**src/aibc_consts.vh**
```
// register map, field positions and reset values of the irq block
`ifndef AIBC_CONSTS_VH
`define AIBC_CONSTS_VH
// register indices; byte address is four times the index
`define AIBC_IDX_MEMORY_CONFIG_INDEX    8'h95
`define AIBC_IDX_POLL    8'hA4
`define AIBC_IDX_PEND    8'hA5
`define AIBC_IDX_AMASK   8'hA6
`define AIBC_IDX_AFLAG   8'hA7
`define AIBC_IDX_CMASK   8'hA8
`define AIBC_IDX_BCTL    8'hA9
`define AIBC_IDX_BLO     8'hAA
`define AIBC_IDX_BHI     8'hAB
`define AIBC_IDX_XCTL    8'hD8
`define AIBC_RST8        8'h00
// aux source bits
`define AIBC_A_SEC       7
`define AIBC_A_SUM       6
`define AIBC_A_CONV      5
`define AIBC_A_MS        4
`define AIBC_A_STX       3
`define AIBC_A_SRX       2
`define AIBC_A_ALV       1
`define AIBC_A_DLV       0
// core mask bits
`define AIBC_C_GATE      7
`define AIBC_C_UARTB     6
`define AIBC_C_T2        5
`define AIBC_C_UARTA     4
`define AIBC_C_T1        3
`define AIBC_C_X1        2
`define AIBC_C_T0        1
`define AIBC_C_X0        0
// other fields
`define AIBC_X_AUXGATE   4
`define AIBC_P_READ_VIEW_SELECT     0
`define AIBC_B_HIT       7
`define AIBC_B_SPACE     1
`define AIBC_B_ARM       0
`define AIBC_M_BSEL      0
`define AIBC_NUM_BP      2
`define AIBC_AUX_VECTOR  16'h0033
`define AIBC_RESP_OK     2'h0
`define AIBC_RESP_ERR    2'h2
`endif

```
**src/aibc_irq_ctrl.v**
```verilog
// aux irq group, core enable gating and breakpoints behind AXI4-Lite
//
// Added by the designer: the AXI4-Lite interface to the registers.
`timescale 1ns/10ps
`default_nettype none
`include "aibc_consts.vh"
module aibc_irq_ctrl (
  input  wire        ref_clk_i,
  input  wire        rst_i,
  input  wire [11:0] s_axi_awaddr_i,
  input  wire        s_axi_awvalid_i,
  output wire        s_axi_awready_o,
  input  wire [31:0] s_axi_wdata_i,
  input  wire [3:0]  s_axi_wstrb_i,
  input  wire        s_axi_wvalid_i,
  output wire        s_axi_wready_o,
  output wire [1:0]  s_axi_bresp_o,
  output wire        s_axi_bvalid_o,
  input  wire        s_axi_bready_i,
  input  wire [11:0] s_axi_araddr_i,
  input  wire        s_axi_arvalid_i,
  output wire        s_axi_arready_o,
  output wire [31:0] s_axi_rdata_o,
  output wire [1:0]  s_axi_rresp_o,
  output wire        s_axi_rvalid_o,
  input  wire        s_axi_rready_i,
  input  wire        one_hz_tick_i,
  input  wire        accumulator_done_i,
  input  wire        accum_lsb_read_i,
  input  wire        conversion_done_i,
  input  wire        conv_lsb_read_i,
  input  wire        ms_tick_i,
  input  wire        serial_tx_i,
  input  wire        serial_rx_or_twowire_i,
  input  wire        analog_undervolt_i,
  input  wire        digital_undervolt_i,
  input  wire        uart_a_rx_done_i,
  input  wire        uart_a_tx_done_i,
  input  wire        uart_b_req_i,
  input  wire        timer_two_req_i,
  input  wire        timer_one_overflow_i,
  input  wire        timer_zero_overflow_i,
  input  wire        ext_irq_pin_zero_n_i,
  input  wire        ext_irq_pin_one_n_i,
  input  wire [15:0] mon_addr_i,
  input  wire        mon_data_i,
  input  wire        mon_prog_i,
  output wire        aux_irq_req_o,
  output wire [15:0] aux_vector_o,
  output wire [6:0]  core_irq_req_o,
  output wire        conv_write_block_o
);
  // register index decode shared by read and write paths
  function map_hit;
    input [11:0] a;
    input [7:0]  idx;
    begin
      map_hit = (a[11:10] == 2'h0) && (a[1:0] == 2'h0) &&
                (a[9:2] == idx);
    end
  endfunction

  function map_any;
    input [11:0] a;
    begin
      map_any = map_hit(a, `AIBC_IDX_MEMORY_CONFIG_INDEX) ||
                map_hit(a, `AIBC_IDX_POLL) ||
                map_hit(a, `AIBC_IDX_PEND) ||
                map_hit(a, `AIBC_IDX_AMASK) ||
                map_hit(a, `AIBC_IDX_AFLAG) ||
                map_hit(a, `AIBC_IDX_CMASK) ||
                map_hit(a, `AIBC_IDX_BCTL) ||
                map_hit(a, `AIBC_IDX_BLO) ||
                map_hit(a, `AIBC_IDX_BHI) ||
                map_hit(a, `AIBC_IDX_XCTL);
    end
  endfunction

  // bus slave state
  reg        awready_q;
  reg        wready_q;
  reg        aw_full_q;
  reg        w_full_q;
  reg [11:0] awaddr_q;
  reg [7:0]  wdata_q;
  reg        wlane_q;
  reg        bvalid_q;
  reg [1:0]  bresp_q;
  reg        arready_q;
  reg        rd_pend_q;
  reg [11:0] araddr_q;
  reg        rvalid_q;
  reg [7:0]  rdata_q;
  reg [1:0]  rresp_q;

  // software registers
  reg [7:0]  aux_mask_q;
  reg [7:0]  core_mask_q;
  reg [7:0]  ext_ctrl_q;
  reg [7:0]  mem_cfg_q;
  reg [7:0]  brk_lo_q;
  reg [7:0]  brk_hi_q;
  reg        read_view_select_q;

  // sources and outputs
  reg        accum_done_q;
  reg        conv_done_q;
  reg [1:0]  ext0_sync_q;
  reg [1:0]  ext1_sync_q;
  reg        aux_req_q;
  reg [6:0]  core_req_q;
  reg [15:0] aux_vec_q;

  wire       wr_en;
  wire [7:0] aux_raw;
  wire [7:0] aux_flags;
  wire [3:0] pend_idx;
  wire [7:0] core_src;
  wire       bsel;
  wire [`AIBC_NUM_BP-1:0] bp_load;
  wire [`AIBC_NUM_BP-1:0] bp_clear;
  wire [`AIBC_NUM_BP-1:0] bp_space;
  wire [`AIBC_NUM_BP-1:0] bp_arm;
  wire [`AIBC_NUM_BP-1:0] bp_hit;
  wire       any_hit;
  reg  [7:0] rd_mux;
  reg  [3:0] pend_calc;
  integer    k;

  assign wr_en = aw_full_q && w_full_q && !bvalid_q && wlane_q;

  // write channel: address and data taken in either order
  always @(posedge ref_clk_i or posedge rst_i) begin
    if (rst_i) begin
      awready_q <= 1'b1;
      wready_q  <= 1'b1;
      aw_full_q <= 1'b0;
      w_full_q  <= 1'b0;
      awaddr_q  <= 12'h000;
      wdata_q   <= `AIBC_RST8;
      wlane_q   <= 1'b0;
      bvalid_q  <= 1'b0;
      bresp_q   <= `AIBC_RESP_OK;
    end else begin
      if (s_axi_awvalid_i && awready_q) begin
        aw_full_q <= 1'b1;
        awaddr_q  <= s_axi_awaddr_i;
        awready_q <= 1'b0;
      end
      if (s_axi_wvalid_i && wready_q) begin
        w_full_q <= 1'b1;
        wdata_q  <= s_axi_wdata_i[7:0];
        wlane_q  <= s_axi_wstrb_i[0];
        wready_q <= 1'b0;
      end
      if (aw_full_q && w_full_q && !bvalid_q) begin
        aw_full_q <= 1'b0;
        w_full_q  <= 1'b0;
        bvalid_q  <= 1'b1;
        bresp_q   <= map_any(awaddr_q) ? `AIBC_RESP_OK
                                       : `AIBC_RESP_ERR;
      end
      if (bvalid_q && s_axi_bready_i) begin
        bvalid_q  <= 1'b0;
        awready_q <= 1'b1;
        wready_q  <= 1'b1;
      end
    end
  end

  // read channel: data one cycle after the address is taken
  always @(posedge ref_clk_i or posedge rst_i) begin
    if (rst_i) begin
      arready_q <= 1'b1;
      rd_pend_q <= 1'b0;
      araddr_q  <= 12'h000;
      rvalid_q  <= 1'b0;
      rdata_q   <= `AIBC_RST8;
      rresp_q   <= `AIBC_RESP_OK;
    end else begin
      if (s_axi_arvalid_i && arready_q) begin
        araddr_q  <= s_axi_araddr_i;
        arready_q <= 1'b0;
        rd_pend_q <= 1'b1;
      end
      if (rd_pend_q) begin
        rd_pend_q <= 1'b0;
        rvalid_q  <= 1'b1;
        rdata_q   <= rd_mux;
        rresp_q   <= map_any(araddr_q) ? `AIBC_RESP_OK
                                       : `AIBC_RESP_ERR;
      end
      if (rvalid_q && s_axi_rready_i) begin
        rvalid_q  <= 1'b0;
        arready_q <= 1'b1;
      end
    end
  end

  // software register writes
  always @(posedge ref_clk_i or posedge rst_i) begin
    if (rst_i) begin
      aux_mask_q         <= `AIBC_RST8;
      core_mask_q        <= `AIBC_RST8;
      ext_ctrl_q         <= `AIBC_RST8;
      mem_cfg_q          <= `AIBC_RST8;
      brk_lo_q           <= `AIBC_RST8;
      brk_hi_q           <= `AIBC_RST8;
      read_view_select_q <= 1'b0;
    end else if (wr_en) begin
      if (map_hit(awaddr_q, `AIBC_IDX_AMASK))
        aux_mask_q <= wdata_q;
      if (map_hit(awaddr_q, `AIBC_IDX_CMASK))
        core_mask_q <= wdata_q;
      if (map_hit(awaddr_q, `AIBC_IDX_XCTL))
        ext_ctrl_q <= wdata_q;
      if (map_hit(awaddr_q, `AIBC_IDX_MEMORY_CONFIG_INDEX))
        mem_cfg_q <= wdata_q;
      if (map_hit(awaddr_q, `AIBC_IDX_BLO))
        brk_lo_q <= wdata_q;
      if (map_hit(awaddr_q, `AIBC_IDX_BHI))
        brk_hi_q <= wdata_q;
      if (map_hit(awaddr_q, `AIBC_IDX_POLL))
        read_view_select_q <= wdata_q[`AIBC_P_READ_VIEW_SELECT];
    end
  end

  // summation and conversion requests hold until the low byte is read;
  // a completion in the read cycle wins so no result is lost
  always @(posedge ref_clk_i or posedge rst_i) begin
    if (rst_i) begin
      accum_done_q <= 1'b0;
      conv_done_q  <= 1'b0;
    end else begin
      if (accumulator_done_i)
        accum_done_q <= 1'b1;
      else if (accum_lsb_read_i)
        accum_done_q <= 1'b0;
      if (conversion_done_i)
        conv_done_q <= 1'b1;
      else if (conv_lsb_read_i)
        conv_done_q <= 1'b0;
    end
  end

  // external pins are asynchronous: two flops before use
  always @(posedge ref_clk_i or posedge rst_i) begin
    if (rst_i) begin
      ext0_sync_q <= 2'h3;
      ext1_sync_q <= 2'h3;
    end else begin
      ext0_sync_q <= {ext0_sync_q[0], ext_irq_pin_zero_n_i};
      ext1_sync_q <= {ext1_sync_q[0], ext_irq_pin_one_n_i};
    end
  end

  // raw aux requests in their fixed bit positions
  assign aux_raw[`AIBC_A_SEC]  = one_hz_tick_i;
  assign aux_raw[`AIBC_A_SUM]  = accum_done_q;
  assign aux_raw[`AIBC_A_CONV] = conv_done_q;
  assign aux_raw[`AIBC_A_MS]   = ms_tick_i;
  assign aux_raw[`AIBC_A_STX]  = serial_tx_i;
  assign aux_raw[`AIBC_A_SRX]  = serial_rx_or_twowire_i;
  assign aux_raw[`AIBC_A_ALV]  = analog_undervolt_i;
  assign aux_raw[`AIBC_A_DLV]  = digital_undervolt_i | any_hit;

  assign aux_flags = aux_raw & aux_mask_q;

  // lowest set bit has priority; code is bit number plus one
  always @* begin
    pend_calc = 4'h0;
    for (k = 7; k >= 0; k = k - 1)
      if (aux_flags[k])
        pend_calc = k[3:0] + 4'h1;
  end
  assign pend_idx = pend_calc;

  // core sources in core mask bit order
  assign core_src[`AIBC_C_GATE]  = 1'b0;
  assign core_src[`AIBC_C_UARTB] = uart_b_req_i;
  assign core_src[`AIBC_C_T2]    = timer_two_req_i;
  assign core_src[`AIBC_C_UARTA] = uart_a_rx_done_i |
                                   uart_a_tx_done_i;
  assign core_src[`AIBC_C_T1]    = timer_one_overflow_i;
  assign core_src[`AIBC_C_X1]    = ~ext1_sync_q[1];
  assign core_src[`AIBC_C_T0]    = timer_zero_overflow_i;
  assign core_src[`AIBC_C_X0]    = ~ext0_sync_q[1];

  // request outputs, all registered
  always @(posedge ref_clk_i or posedge rst_i) begin
    if (rst_i) begin
      aux_req_q  <= 1'b0;
      core_req_q <= 7'h00;
      aux_vec_q  <= 16'h0000;
    end else begin
      // aux group ignores the global gate
      aux_req_q  <= ext_ctrl_q[`AIBC_X_AUXGATE] && (|aux_flags);
      // global gate overrides every core mask bit
      core_req_q <= core_mask_q[`AIBC_C_GATE] ?
                    (core_src[6:0] & core_mask_q[6:0]) : 7'h00;
      aux_vec_q  <= `AIBC_AUX_VECTOR;
    end
  end

  // breakpoints, chosen by the index register
  assign bsel = mem_cfg_q[`AIBC_M_BSEL];
  assign any_hit = |bp_hit;

  genvar g;
  generate
    for (g = 0; g < `AIBC_NUM_BP; g = g + 1) begin : g_bp
      // any control write loads the selected unit
      assign bp_load[g] = wr_en && (bsel == g) &&
                          map_hit(awaddr_q, `AIBC_IDX_BCTL);
      // writing 1 to the hit bit clears that unit only
      assign bp_clear[g] = bp_load[g] && wdata_q[`AIBC_B_HIT];
      aibc_break_unit u_bp (
        .ref_clk_i  (ref_clk_i),
        .rst_i      (rst_i),
        .load_i     (bp_load[g]),
        .addr_i     ({brk_hi_q, brk_lo_q}),
        .space_i    (wdata_q[`AIBC_B_SPACE]),
        .arm_i      (wdata_q[`AIBC_B_ARM]),
        .clear_i    (bp_clear[g]),
        .mon_addr_i (mon_addr_i),
        .mon_data_i (mon_data_i),
        .mon_prog_i (mon_prog_i),
        .space_o    (bp_space[g]),
        .arm_o      (bp_arm[g]),
        .hit_o      (bp_hit[g])
      );
    end
  endgenerate

  // read data; poll bit 0 is write-only, so the poll register
  // shows the opposite view of the mask register
  always @* begin
    rd_mux = 8'h00;
    if (map_hit(araddr_q, `AIBC_IDX_AMASK))
      rd_mux = read_view_select_q ? aux_mask_q : aux_raw;
    if (map_hit(araddr_q, `AIBC_IDX_POLL))
      rd_mux = read_view_select_q ? aux_raw : aux_mask_q;
    if (map_hit(araddr_q, `AIBC_IDX_AFLAG))
      rd_mux = aux_flags;
    if (map_hit(araddr_q, `AIBC_IDX_PEND))
      rd_mux = {4'h0, pend_idx};
    if (map_hit(araddr_q, `AIBC_IDX_CMASK))
      rd_mux = core_mask_q;
    if (map_hit(araddr_q, `AIBC_IDX_BCTL))
      rd_mux = {any_hit, 5'h00, bp_space[bsel], bp_arm[bsel]};
    if (map_hit(araddr_q, `AIBC_IDX_BLO))
      rd_mux = brk_lo_q;
    if (map_hit(araddr_q, `AIBC_IDX_BHI))
      rd_mux = brk_hi_q;
    if (map_hit(araddr_q, `AIBC_IDX_XCTL))
      rd_mux = ext_ctrl_q;
    if (map_hit(araddr_q, `AIBC_IDX_MEMORY_CONFIG_INDEX))
      rd_mux = mem_cfg_q;
  end

  assign s_axi_awready_o    = awready_q;
  assign s_axi_wready_o     = wready_q;
  assign s_axi_bresp_o      = bresp_q;
  assign s_axi_bvalid_o     = bvalid_q;
  assign s_axi_arready_o    = arready_q;
  assign s_axi_rdata_o      = {24'h000000, rdata_q};
  assign s_axi_rresp_o      = rresp_q;
  assign s_axi_rvalid_o     = rvalid_q;
  assign aux_irq_req_o      = aux_req_q;
  assign aux_vector_o       = aux_vec_q;
  assign core_irq_req_o     = core_req_q;
  // converter must not overwrite its output while flagged
  assign conv_write_block_o = conv_done_q;
endmodule // aibc_irq_ctrl
`default_nettype wire

```
**src/aibc_break_unit.v**
```verilog
// one hardware breakpoint: stored address, space, arm and hit flag
`timescale 1ns/10ps
`default_nettype none
module aibc_break_unit (
  input  wire        ref_clk_i,
  input  wire        rst_i,
  input  wire        load_i,
  input  wire [15:0] addr_i,
  input  wire        space_i,
  input  wire        arm_i,
  input  wire        clear_i,
  input  wire [15:0] mon_addr_i,
  input  wire        mon_data_i,
  input  wire        mon_prog_i,
  output wire        space_o,
  output wire        arm_o,
  output wire        hit_o
);
  reg [15:0] addr_q;
  reg        space_q;
  reg        arm_q;
  reg        hit_q;
  wire       match;

  // 0 watches data accesses, 1 watches program fetches
  assign match = arm_q && (mon_addr_i == addr_q) &&
                 (space_q ? mon_prog_i : mon_data_i);

  always @(posedge ref_clk_i or posedge rst_i) begin
    if (rst_i) begin
      addr_q  <= 16'h0000;
      space_q <= 1'b0;
      arm_q   <= 1'b0;
      hit_q   <= 1'b0;
    end else begin
      if (load_i) begin
        addr_q  <= addr_i;
        space_q <= space_i;
        arm_q   <= arm_i;
      end
      // a match in the clearing cycle keeps the flag set
      if (match)
        hit_q <= 1'b1;
      else if (clear_i)
        hit_q <= 1'b0;
    end
  end

  assign space_o = space_q;
  assign arm_o   = arm_q;
  assign hit_o   = hit_q;
endmodule // aibc_break_unit
`default_nettype wire

```
**config.mk**
```make
export PLATFORM = sky130hd
export DESIGN_NAME = aibc_irq_ctrl
export DESIGN_NICKNAME = d
export VERILOG_FILES = /design/src/aibc_irq_ctrl.v /design/src/aibc_break_unit.v
export VERILOG_INCLUDE_DIRS = /design/src
export SDC_FILE = /design/constraint.sdc
export NUM_CORES = 1
export LEC_CHECK = 0
export BUFFER_PORTS_ARGS = -buffer_cell sky130_fd_sc_hd__buf_4
export CAP_MARGIN = 20
export CORE_ASPECT_RATIO = 0.9
export CORE_UTILIZATION = 50
export DETAILED_ROUTE_END_ITERATION = 12
export GPL_TIMING_DRIVEN = 0
export PLACE_DENSITY = 0.75
export SLEW_MARGIN = 20
export SYNTH_ARGS = -nofsm -noshare
export SYNTH_HDL_FRONTEND = slang
export SYNTH_HIERARCHICAL = 1
export SYNTH_SLANG_ARGS = --single-unit
```
**constraint.sdc**
```tcl
create_clock -name ref_clk_i -period 3.7 [get_ports ref_clk_i]
set_input_delay 0.185 -clock ref_clk_i [delete_from_list [all_inputs] [get_ports ref_clk_i]]
set_output_delay 0.185 -clock ref_clk_i [all_outputs]
set_load 0.02 [all_outputs]
```
==> impl_metrics.toml, run 1 <==
[run_status]
status = "completed"

[logic_synthesis]
ys_types = 74
synth_top_area_frac = 0.4815
synthCells = 626
synth_top_cell_by_area = "dfrtp_1"
synth_edf_count = 0
syn_area_um2 = 7589
synth.top_cells.by_count = "146 x dfrtp_1, 119 x mux2_2, 42 x buf_4, 31 x xor2_1, 29 x nand2_1"
synth.most_common_cell = "dfrtp_1"
seq_area_frac_synth = 0.5057
netlist_top_cells_area = "dfrtp_1 48%, mux2_2 18%, buf_4 4.2%"
async_flop_share = 1.000
syn_area_per_cell_um2 = 12.12
ys.flop_type = "dfrtp_1"
ys_warn_count = 6
ys_ff_latch = 153

[clock_network]
cts_root_buffer = "clkbuf_16"
cts_sinks = 153
path_clk_slew_ns = 0.06
cts_buffers = 17
h-tree-depth = 4
insertion_delay_ns = 0.43
cts_buffer_depth = 2
cts_tree = "yes"
post_cts_buffers = 0
cts_resized = 0

[grt]
grt_usage = 0.2777
grt_max_degree = 86
overflow = 0
grt_pass1_vias = 5911
grt_first_pass_wirelength_um = 32860
antenna_found_initial = 0

[floorplanning]
rows = 42
start_util = 0.5139
coreArea_um2 = 14770
die_x_um = 131.9
die_area_um2 = 15670
fp.dieH_um = 118.9
num_io_pins = 169

[setup_path]
startpoint_type = "register"
setup.worst_path.end_class = "register"
crit_arrival_ns = 2.88
crit_cells = 7
crit_chain = "nor4_4, nand3b_2, nor4_2, and3b_1, buf_2, buf_6, mux2_2"
crit_required_ns = 4.01
reg2regPathDepth = 7
path_buf_inv = 2
crit_type = "register to register"
r2r_slack_ns = 1.13
cp-endpoint = "g_bp[0].u_bp/addr_q[2]"
critPathMaxFanout = 10
r2r_start = "awaddr_q[11]"
max_stage_delay_ns = 0.41
crit_path_start = "awaddr_q[11]"
r2r_end = "g_bp[0].u_bp/addr_q[2]"
cp_top_family = "simple AND/OR/NAND/NOR gates"
slowest_stage = "dfrtp_1"

[sta]
max_freq_mhz = 388.9
maxSlewViolCount = 0
hold_violations = 0
maxSlewHeadroom = 0.4449
timing.hold.ws_ns = 0.01389
clock-skew-final_ns = 0.006482
period_needed_ns = 2.572
setup_viol = 0
fin_setup_tns_ns = 0
tightest_slew_ns = 0.8298
finalCritPeriodShare = 0.6950
rsz0062_at_grt = "no"

[final_layout]
fin_area_um2 = 9831
drive_above_1_share = 0.3892
antenna_cells = 0
register_area_um2 = 3837
nFillCells = 1091
layout.nets = 938
multiInputGateArea_um2 = 3432
areaGrowthSynthToFinish_pct = 29.55

[min_path]
hold_class = "primary input to register"

[drt]
drtIter0Drc = 457
first_pass_iters = 6
vias = 5821
drt-total-wl_um = 20680
ant_nets = 0
via_per_inst = 5.565
wl_per_cell_um = 19.77
drc_errors = 0

[placed_design]
port_buffers = 103
dp_hpwl_um = 14600
gp_congestion = 0.9220
dpl_cell_area_um2 = 8781

[run]
max-cap-violations = 0

[power]
leakagePower_uw = 0.004774
powerDensity_nw_per_um2 = 546.9
ir_worst_vdd_mv = 0.3955
stage by stage:
stage / setup slack, ns / cells / power [uW] / utilization
final: 1.128 / 1046 / 5376 / 0.6657
after global routing: 0.9846 / 1046 / 5629 / 0.6657
after CTS: 1.112 / 1046 / 5383 / 0.6657
after detailed placement: 1.118 / 965 / 3699 / 0.5946
after global placement: -0.8034 / 964 / 3655 / 0.5924
after floorplan: 0.4825 / 663 / 3136 / -
per-layer routing:
layer	track usage	part of all wire
met1	0.3888	0.45
met4	0.07195	0.012
met3	0.05875	0.059
met5	0	0
met2	0.4398	0.48
registers in the layout, indices dropped and copies added (netlist names), 2 cells and up:
register / flops
brk_lo_q: 8
core_irq_req_o: 7
aux_mask_q: 8
wdata_q: 8
ext_ctrl_q: 8
g_bp.u_bp/arm_o: 2
g_bp.u_bp/space_o: 2
rdata_q: 8
brk_hi_q: 8
g_bp.u_bp/hit_o: 2
ext0_sync_q: 2
core_mask_q: 8
araddr_q: 12
mem_cfg_q: 8
g_bp.u_bp/addr_q: 32
ext1_sync_q: 2
awaddr_q: 12
worst register-to-register path, stage by stage (launching register included):
cell,delay (ns)
dfrtp_1,0.41
nor4_4,0.37
nand3b_2,0.18
nor4_2,0.41
and3b_1,0.25
buf_2,0.27
buf_6,0.21
mux2_2,0.36
repair_timing:
action,CTS,global route
endpoints found under the setup margin,0,0
endpoints found under the hold margin,112,0
hold buffers,49,0
area by class of cell:
cell class / count / area share
flip-flops and latches: 153 / 0.3904
multi-input cells: 435 / 0.3491
repair buffers: 153 / 0.1313
clock buffers: 18 / 0.04467
plain buffers: 57 / 0.03971
well taps: 198 / 0.02520
clock inverters: 14 / 0.01222
inverters: 18 / 0.007382
how the worst min path moves through the flow:
stage                                    start                endpoint  slack, ns  depth (start not counted)
after global placement    ext_irq_pin_zero_n_i          ext0_sync_q[0]       0.29                          1
final                         s_axi_wdata_i[1]              wdata_q[1]       0.01                          2
after CTS                     s_axi_wdata_i[3]              wdata_q[3]     0.0002                          2
after global routing          s_axi_wdata_i[1]              wdata_q[1]      0.007                          2
after floorplan                          rst_i  g_bp[0].u_bp/addr_q[0]       0.14                          1
after detailed placement                 rst_i             brk_lo_q[2]       0.20                          2
cell usage in the layout, fill, tap and decap left out, drive strengths merged, types with 4 or more instances in the layout:
cell,n
nand2,30
nor4,12
a21oi,16
xor2,31
nor2,16
o211ai,4
conb,39
nor2b,9
a22oi,5
a31oi,8
buf,154
dfstp,7
clkinvlp,4
nand2b,6
clkbuf,25
clkinv,7
mux2,119
inv,21
nand3b,6
dlygate4sd3,49
a221o,5
dfrtp,146
and3,9
nand3,13
mux2i,11
nor3b,5
o21ai,15
nor3,13
logic make-up (layout without fill, tap and decap cells):
group | Yosys count | count (layout) | synth area share
other | 2 | 39 | 0.0009897
AO/OA/AOI/OAI | 95 | 95 | 0.09217
flip-flops | 153 | 153 | 0.5057
XOR/XNOR | 33 | 33 | 0.03809
buffers and inverters | 75 | 260 | 0.06035
multiplexers | 130 | 130 | 0.1911
AND/OR/NAND/NOR | 138 | 138 | 0.1116
where the power goes:
group | internal, uW | total [uW] | leakage [uW] | switching, uW
Clock | 889 | 1630 | 0.000264 | 737
Combinational | 656 | 1420 | 0.00251 | 767
Sequential | 1950 | 2330 | 0.00200 | 377
Total | 3500 | 5380 | 0.00477 | 1880
(Power assumes the default switching activity.)
==> inputs of run 2 (changes only) <==
ABC_AREA = 1   (was default)
PLACE_DENSITY = 0.74   (was 0.75)
clock period = 2.48 ns   (was 3.7 ns; I/O delays follow)
==> run 2 against run 1 <==
Effect of this change: the flow now finishes with violations (negative hold slack); flip-flop and latch count unchanged; final area grew 4.2%; clock skew increased by 0.0013 ns; die area increased by 5.0%; global-route usage shrank 0.58 points; fmax grew 14%; worst setup slack lost 0.91 ns; combinational power grew 23%; highest routed layer unchanged.
==> impl_metrics.toml, run 2 <==
[setup_path]
r2r_slack_ns = 0.22
setup.worst_path.end_class = "register"
startpoint_type = "register"
crit_chain = "nor2_1, nand2_1, nor3_1, nand3_1, nor2_1, nand3_1, nor2_1, buf_4, mux2_2"
reg2regPathDepth = 9
crit_path_start = "awaddr_q[11]"
path_buf_inv = 1
cp_top_family = "simple AND/OR/NAND/NOR gates"
r2r_start = "awaddr_q[11]"
crit_required_ns = 2.79
r2r_end = "g_bp[0].u_bp/addr_q[6]"
crit_type = "register to register"
slowest_stage = "dfrtp_1"
critPathMaxFanout = 10
crit_arrival_ns = 2.57
max_stage_delay_ns = 0.38
crit_top_cell = "nor2_1"

[power]
powerDensity_nw_per_um2 = 696.0
leakagePower_uw = 0.005280
ir_worst_vdd_mv = 0.6269

[grt]
overflow = 0
grt_first_pass_wirelength_um = 33950
grt_usage = 0.2720
antenna_found_initial = 0
grt_pass1_vias = 6781
grt_max_degree = 36

[sta]
period_needed_ns = 2.261
fin_setup_tns_ns = 0
maxSlewViolCount = 0
maxSlewHeadroom = 0.4535
rsz0062_at_grt = "no"
layout_setup_ws_ns = 0.2194
timing.hold.ws_ns = -0.002138
setup_viol = 0
clock-skew-final_ns = 0.007773
tightest_slew_ns = 0.8189
finalCritPeriodShare = 0.9115
hold_violations = 1
max_freq_mhz = 442.4

[final_layout]
layout.nets = 1367
multiInputGateArea_um2 = 3313
nFillCells = 1325
register_area_um2 = 3837
antenna_cells = 0
regMostFlops = "g_bp.u_bp/addr_q"
drive_above_1_share = 0.1848
final_cell_mix = "344 x nand2_1, 147 x buf_4, 146 x dfrtp_1"
top_regs = "g_bp.u_bp/addr_q x32, araddr_q x12, awaddr_q x12"
areaGrowthSynthToFinish_pct = 28.50
largest_reg_flops = 32
final_common_cell = "nand2_1"

[drt]
first_pass_iters = 5
drt-total-wl_um = 20980
drtIter0Drc = 576
drc_errors = 0
wl_per_cell_um = 14.18
via_per_inst = 4.936
vias = 7301
ant_nets = 0

[clock_network]
h-tree-depth = 4
path_clk_slew_ns = 0.06
cts_buffer_depth = 2
post_cts_buffers = 0
cts_sinks = 153
cts_root_buffer = "clkbuf_16"
cts_buffers = 17
insertion_delay_ns = 0.43
postCtsHoldBufs = 53
cts_tree = "yes"
cts_resized = 0

[logic_synthesis]
ys.flop_type = "dfrtp_1"
synth_top_area_frac = 0.4582
synthCells = 1049
ys_types = 37
ys_ff_latch = 153
seq_area_frac_synth = 0.4812
netlist_top_cells_area = "dfrtp_1 46%, nand2_1 16%, o21ai_0 7.3%"
async_flop_share = 1.000
synth.most_common_cell = "nand2_1"
ys_warn_count = 6
synth_top_cell_by_area = "dfrtp_1"
synth_edf_count = 0
synth.top_cells.by_count = "344 x nand2_1, 146 x dfrtp_1, 135 x inv_1, 116 x o21ai_0, 76 x nor2_1"
syn_area_um2 = 7974
syn_area_per_cell_um2 = 7.601

[floorplanning]
coreArea_um2 = 15490
num_io_pins = 169
start_util = 0.5146
die_area_um2 = 16460
fp.dieH_um = 121.8
die_x_um = 135.1
rows = 43

[min_path]
hold_class = "primary input to register"
hold_path_end = "core_irq_req_o[4]"
min-delay-start = "uart_a_tx_done_i"
holdPathStages = 3

[placed_design]
port_buffers = 103
dp_hpwl_um = 14980
gp_congestion = 0.9364
dpl_worst_slack_ns = 0.2481

[run_status]
violations = "negative hold slack"
status = "finished with violations"

[run]
max-cap-violations = 0
==> run 2: kinds of logic (layout without fill, tap and decap cells) <==
kind of cell | after synthesis | count (layout) | share of synthesized area
flops | 153 | 153 | 0.4812
mux | 13 | 13 | 0.01836
other cells | 2 | 39 | 0.0009418
buf+inv | 209 | 400 | 0.1207
compound gates | 154 | 154 | 0.1012
xor+xnor | 8 | 8 | 0.008787
simple gates | 510 | 510 | 0.2688
==> run 2: worst min-delay path, stage by stage <==
cell	delay, ns
buf_4	0.08
nor2_1	0.04
nor3_1	0.13
==> run 2: area by class of cell <==
cell class                 instances  area share
buffer                            64     0.04079
timing repair buffer             159      0.1331
sequential                       153      0.3745
tap                              202     0.02467
clock buffer                      24     0.04506
clock inverter                     8    0.005007
inverter                         145     0.05349
multi-input combinational        724      0.3234
==> run 2: worst max path at each step <==
stage	endpoint	slack, ns	cells past startpoint
final	g_bp[0].u_bp/addr_q[6]	0.22	9
after global routing	g_bp[0].u_bp/addr_q[8]	0.05	9
after CTS	g_bp[0].u_bp/addr_q[8]	0.23	9
after detailed placement	g_bp[0].u_bp/addr_q[8]	0.25	9
after global placement	araddr_q[11]	0.20	2
after floorplan	g_bp[0].u_bp/addr_q[0]	0.61	9
==> run 2: stage by stage <==
step	area [um^2]	util	instances	power, uW
6_report	10250	0.6613	1479	7132
4_1_cts	10250	0.6613	1479	7117
5_1_grt	10250	0.6613	1479	7498
2_1_floorplan	8117	-	1086	4168
3_5_place_dp	9203	0.5939	1394	4758
3_3_place_gp	9143	0.5900	1391	4716
==> run 2: power breakdown <==
part | leakage, uW | internal (uW) | switching [uW] | total, uW
clock network | 0.000244 | 1300 | 982 | 2280
registers | 0.00201 | 2860 | 250 | 3110
logic | 0.00303 | 592 | 1150 | 1740
total | 0.00528 | 4750 | 2380 | 7130
==> run 2: layer usage <==
| layer | part of all wire | track usage | vias to the layer above |
|---|---|---|---|
| met5 | 0 | 0 | - |
| met4 | 0.019 | 0.09270 | 0 |
| met3 | 0.063 | 0.04661 | 29 |
| met2 | 0.46 | 0.4388 | 252 |
| met1 | 0.45 | 0.3718 | 3389 |
| li1 | - | - | 3631 |
==> inputs of run 3 (changes only) <==
GPL_TIMING_DRIVEN = default   (was 0)
SKIP_LAST_GASP = 1   (was default)
==> run 3 against run 2 <==
Effect of this change: the run now ends clean; via count is 3.6% lower; combinational power down 5%; cell count decreased by 4.0%; utilization fell by 1.9 points; final area fell by 2.9%; clock skew rose by 0.0040 ns; critical endpoint is now g_bp[0].u_bp/addr_q[0]; largest power group unchanged.
==> impl_metrics.toml, run 3 (synthesis results as in run 2) <==
[run_status]
status = "completed"

[sta]
period_needed_ns = 2.146
timing.hold.ws_ns = 0.08639
fin_setup_tns_ns = 0
tightest_slew_ns = 0.8017
clock-skew-final_ns = 0.01181
max_freq_mhz = 465.9
maxSlewHeadroom = 0.4649
finalCritPeriodShare = 0.8655
hold_violations = 0
setup_viol = 0
rsz0062_at_grt = "no"
maxSlewViolCount = 0

[clock_network]
cts_buffers = 17
cts_sinks = 153
h-tree-depth = 4
path_clk_slew_ns = 0.06
insertion_delay_ns = 0.43
cts_buffer_depth = 2
cts_root_buffer = "clkbuf_16"
cts_tree = "yes"

[final_layout]
largest_reg_flops = 32
regMostFlops = "g_bp.u_bp/addr_q"
multiInputGateArea_um2 = 3318
drive_above_1_share = 0.1552
antenna_cells = 0
top_regs = "g_bp.u_bp/addr_q x32, araddr_q x12, awaddr_q x12"
final_cell_mix = "344 x nand2_1, 146 x dfrtp_1, 134 x inv_1"
fin_area_um2 = 9950
final_common_cell = "nand2_1"
register_area_um2 = 3837
areaGrowthSynthToFinish_pct = 24.78
nFillCells = 1344
layout.nets = 1309

[power]
ir_worst_vdd_mv = 0.6905
p_sw_uw = 2353
clockPowerShare = 0.356
seq_power_share = 0.421
power_frac_comb = 0.224
powerDensity_nw_per_um2 = 744.7
p_sw_frac = 0.3176
leakagePower_uw = 0.005055
p_int_uw = 5056

[setup_path]
crit_top_cell = "nor2_1"
setup.worst_path.end_class = "register"
slowest_stage = "dfrtp_1"
crit_cells = 9
r2r_slack_ns = 0.33
crit_required_ns = 2.78
critPathMaxFanout = 30
r2r_end = "g_bp[0].u_bp/addr_q[0]"
reg2regPathDepth = 9
crit_arrival_ns = 2.45
crit_path_start = "awaddr_q[11]"
cp_top_family = "simple AND/OR/NAND/NOR gates"
max_stage_delay_ns = 0.38
r2r_start = "awaddr_q[11]"
crit_type = "register to register"
cp-endpoint = "g_bp[0].u_bp/addr_q[0]"
crit_chain = "nor2_1, nand2_1, nor3_2, nand3_1, nor2_1, nand3_1, nor2_1, buf_6, mux2_2"
path_buf_inv = 1
startpoint_type = "register"

[floorplanning]
die_area_um2 = 16460
fp.dieH_um = 121.8
die_x_um = 135.1
start_util = 0.5146
rows = 43
coreArea_um2 = 15490
num_io_pins = 169

[placed_design]
port_buffers = 103
gp_congestion = 0.9128
dpl_cell_area_um2 = 8797
dp_hpwl_um = 13670

[grt]
grt_max_degree = 116
grt_usage = 0.2545
grt_first_pass_wirelength_um = 31970
antenna_found_initial = 0
grt_pass1_vias = 6427
overflow = 0

[min_path]
hold_class = "primary input to register"
holdPathStages = 3

[drt]
first_pass_iters = 5
drc_errors = 0
drtIter0Drc = 516
vias = 7037
wl_per_cell_um = 13.82
drt-total-wl_um = 19620
ant_nets = 0
via_per_inst = 4.956

[run]
max-cap-violations = 0
## run 3: cell count changes in the layout (fill, tap and decap cells not counted), moves of 2 or more
cell | previous run | this run
buf_12 | 3 | 1
buf_2 | 10 | 0
buf_4 | 147 | 108
buf_6 | 0 | 2
bufinv_16 | 0 | 3
clkbuf_1 | 16 | 4
clkbuf_8 | 1 | 3
clkinv_2 | 4 | 2
clkinvlp_4 | 4 | 1
## run 3: final cells by class
cell class                      count  area share
Clock buffer                       24     0.04842
Sequential cell                   153      0.3857
Timing Repair Buffer              165      0.1401
Multi-Input combinational cell    724      0.3335
Tap cell                          202     0.02540
Clock inverter                      7     0.01182
Inverter                          145     0.05508
## run 3: worst min-delay path by stage
stage / endpoint / startpoint
after floorplan: g_bp[0].u_bp/addr_q[0] / rst_i
after global routing: aux_irq_req_o / one_hz_tick_i
after CTS: aux_irq_req_o / one_hz_tick_i
final: aux_irq_req_o / one_hz_tick_i
after global placement: ext1_sync_q[0] / ext_irq_pin_one_n_i
after detailed placement: ext0_sync_q[0] / ext_irq_pin_zero_n_i
## run 3: worst reg2reg max path: stages (launching register included)
cell and delay, ns:
dfrtp_1 0.38, nor2_1 0.10, nand2_1 0.12, nor3_2 0.20, nand3_1 0.12, nor2_1 0.14
nand3_1 0.18, nor2_1 0.17, buf_6 0.25, mux2_2 0.37
## run 3: power groups by stage
stage / Clock (uW) / Sequential [uW] / Combinational, uW
floorplan: 0 / 3160 / 1010
global placement: 0 / 3140 / 1520
detailed placement: 0 / 3150 / 1550
CTS: 2670 / 3110 / 1650
global route: 2790 / 3160 / 1870
finish: 2630 / 3120 / 1660
## run 3: what timing repair did
| item | CTS | global route |
|---|---|---|
| hold buffers | 54 | 0 |
| setup endpoints to repair | 0 | 12 |
| gates resized for setup | 0 | 3 |
| endpoints found under the hold margin | 193 | 0 |
| buffers inserted | 0 | 0 |
## run 3: layer usage
layer  up-vias  part of all wire  global-route usage
met5         -                 0                   0
met4         0             0.022             0.08638
met3        32             0.057             0.05743
met2       228              0.46              0.3929
met1      3253              0.46              0.3538
li1       3524                 -                   -
## run 3: stage by stage
| stage | total power, uW | instances | util | setup slack [ns] |
|---|---|---|---|---|
| floorplan | 4168 | 1086 | - | 0.6059 |
| finish | 7409 | 1420 | 0.6421 | 0.3335 |
| global placement | 4662 | 1335 | 0.5677 | 0.3053 |
| detailed placement | 4696 | 1335 | 0.5677 | 0.2430 |
| global route | 7820 | 1420 | 0.6421 | 0.09033 |
| CTS | 7425 | 1420 | 0.6413 | 0.2182 |
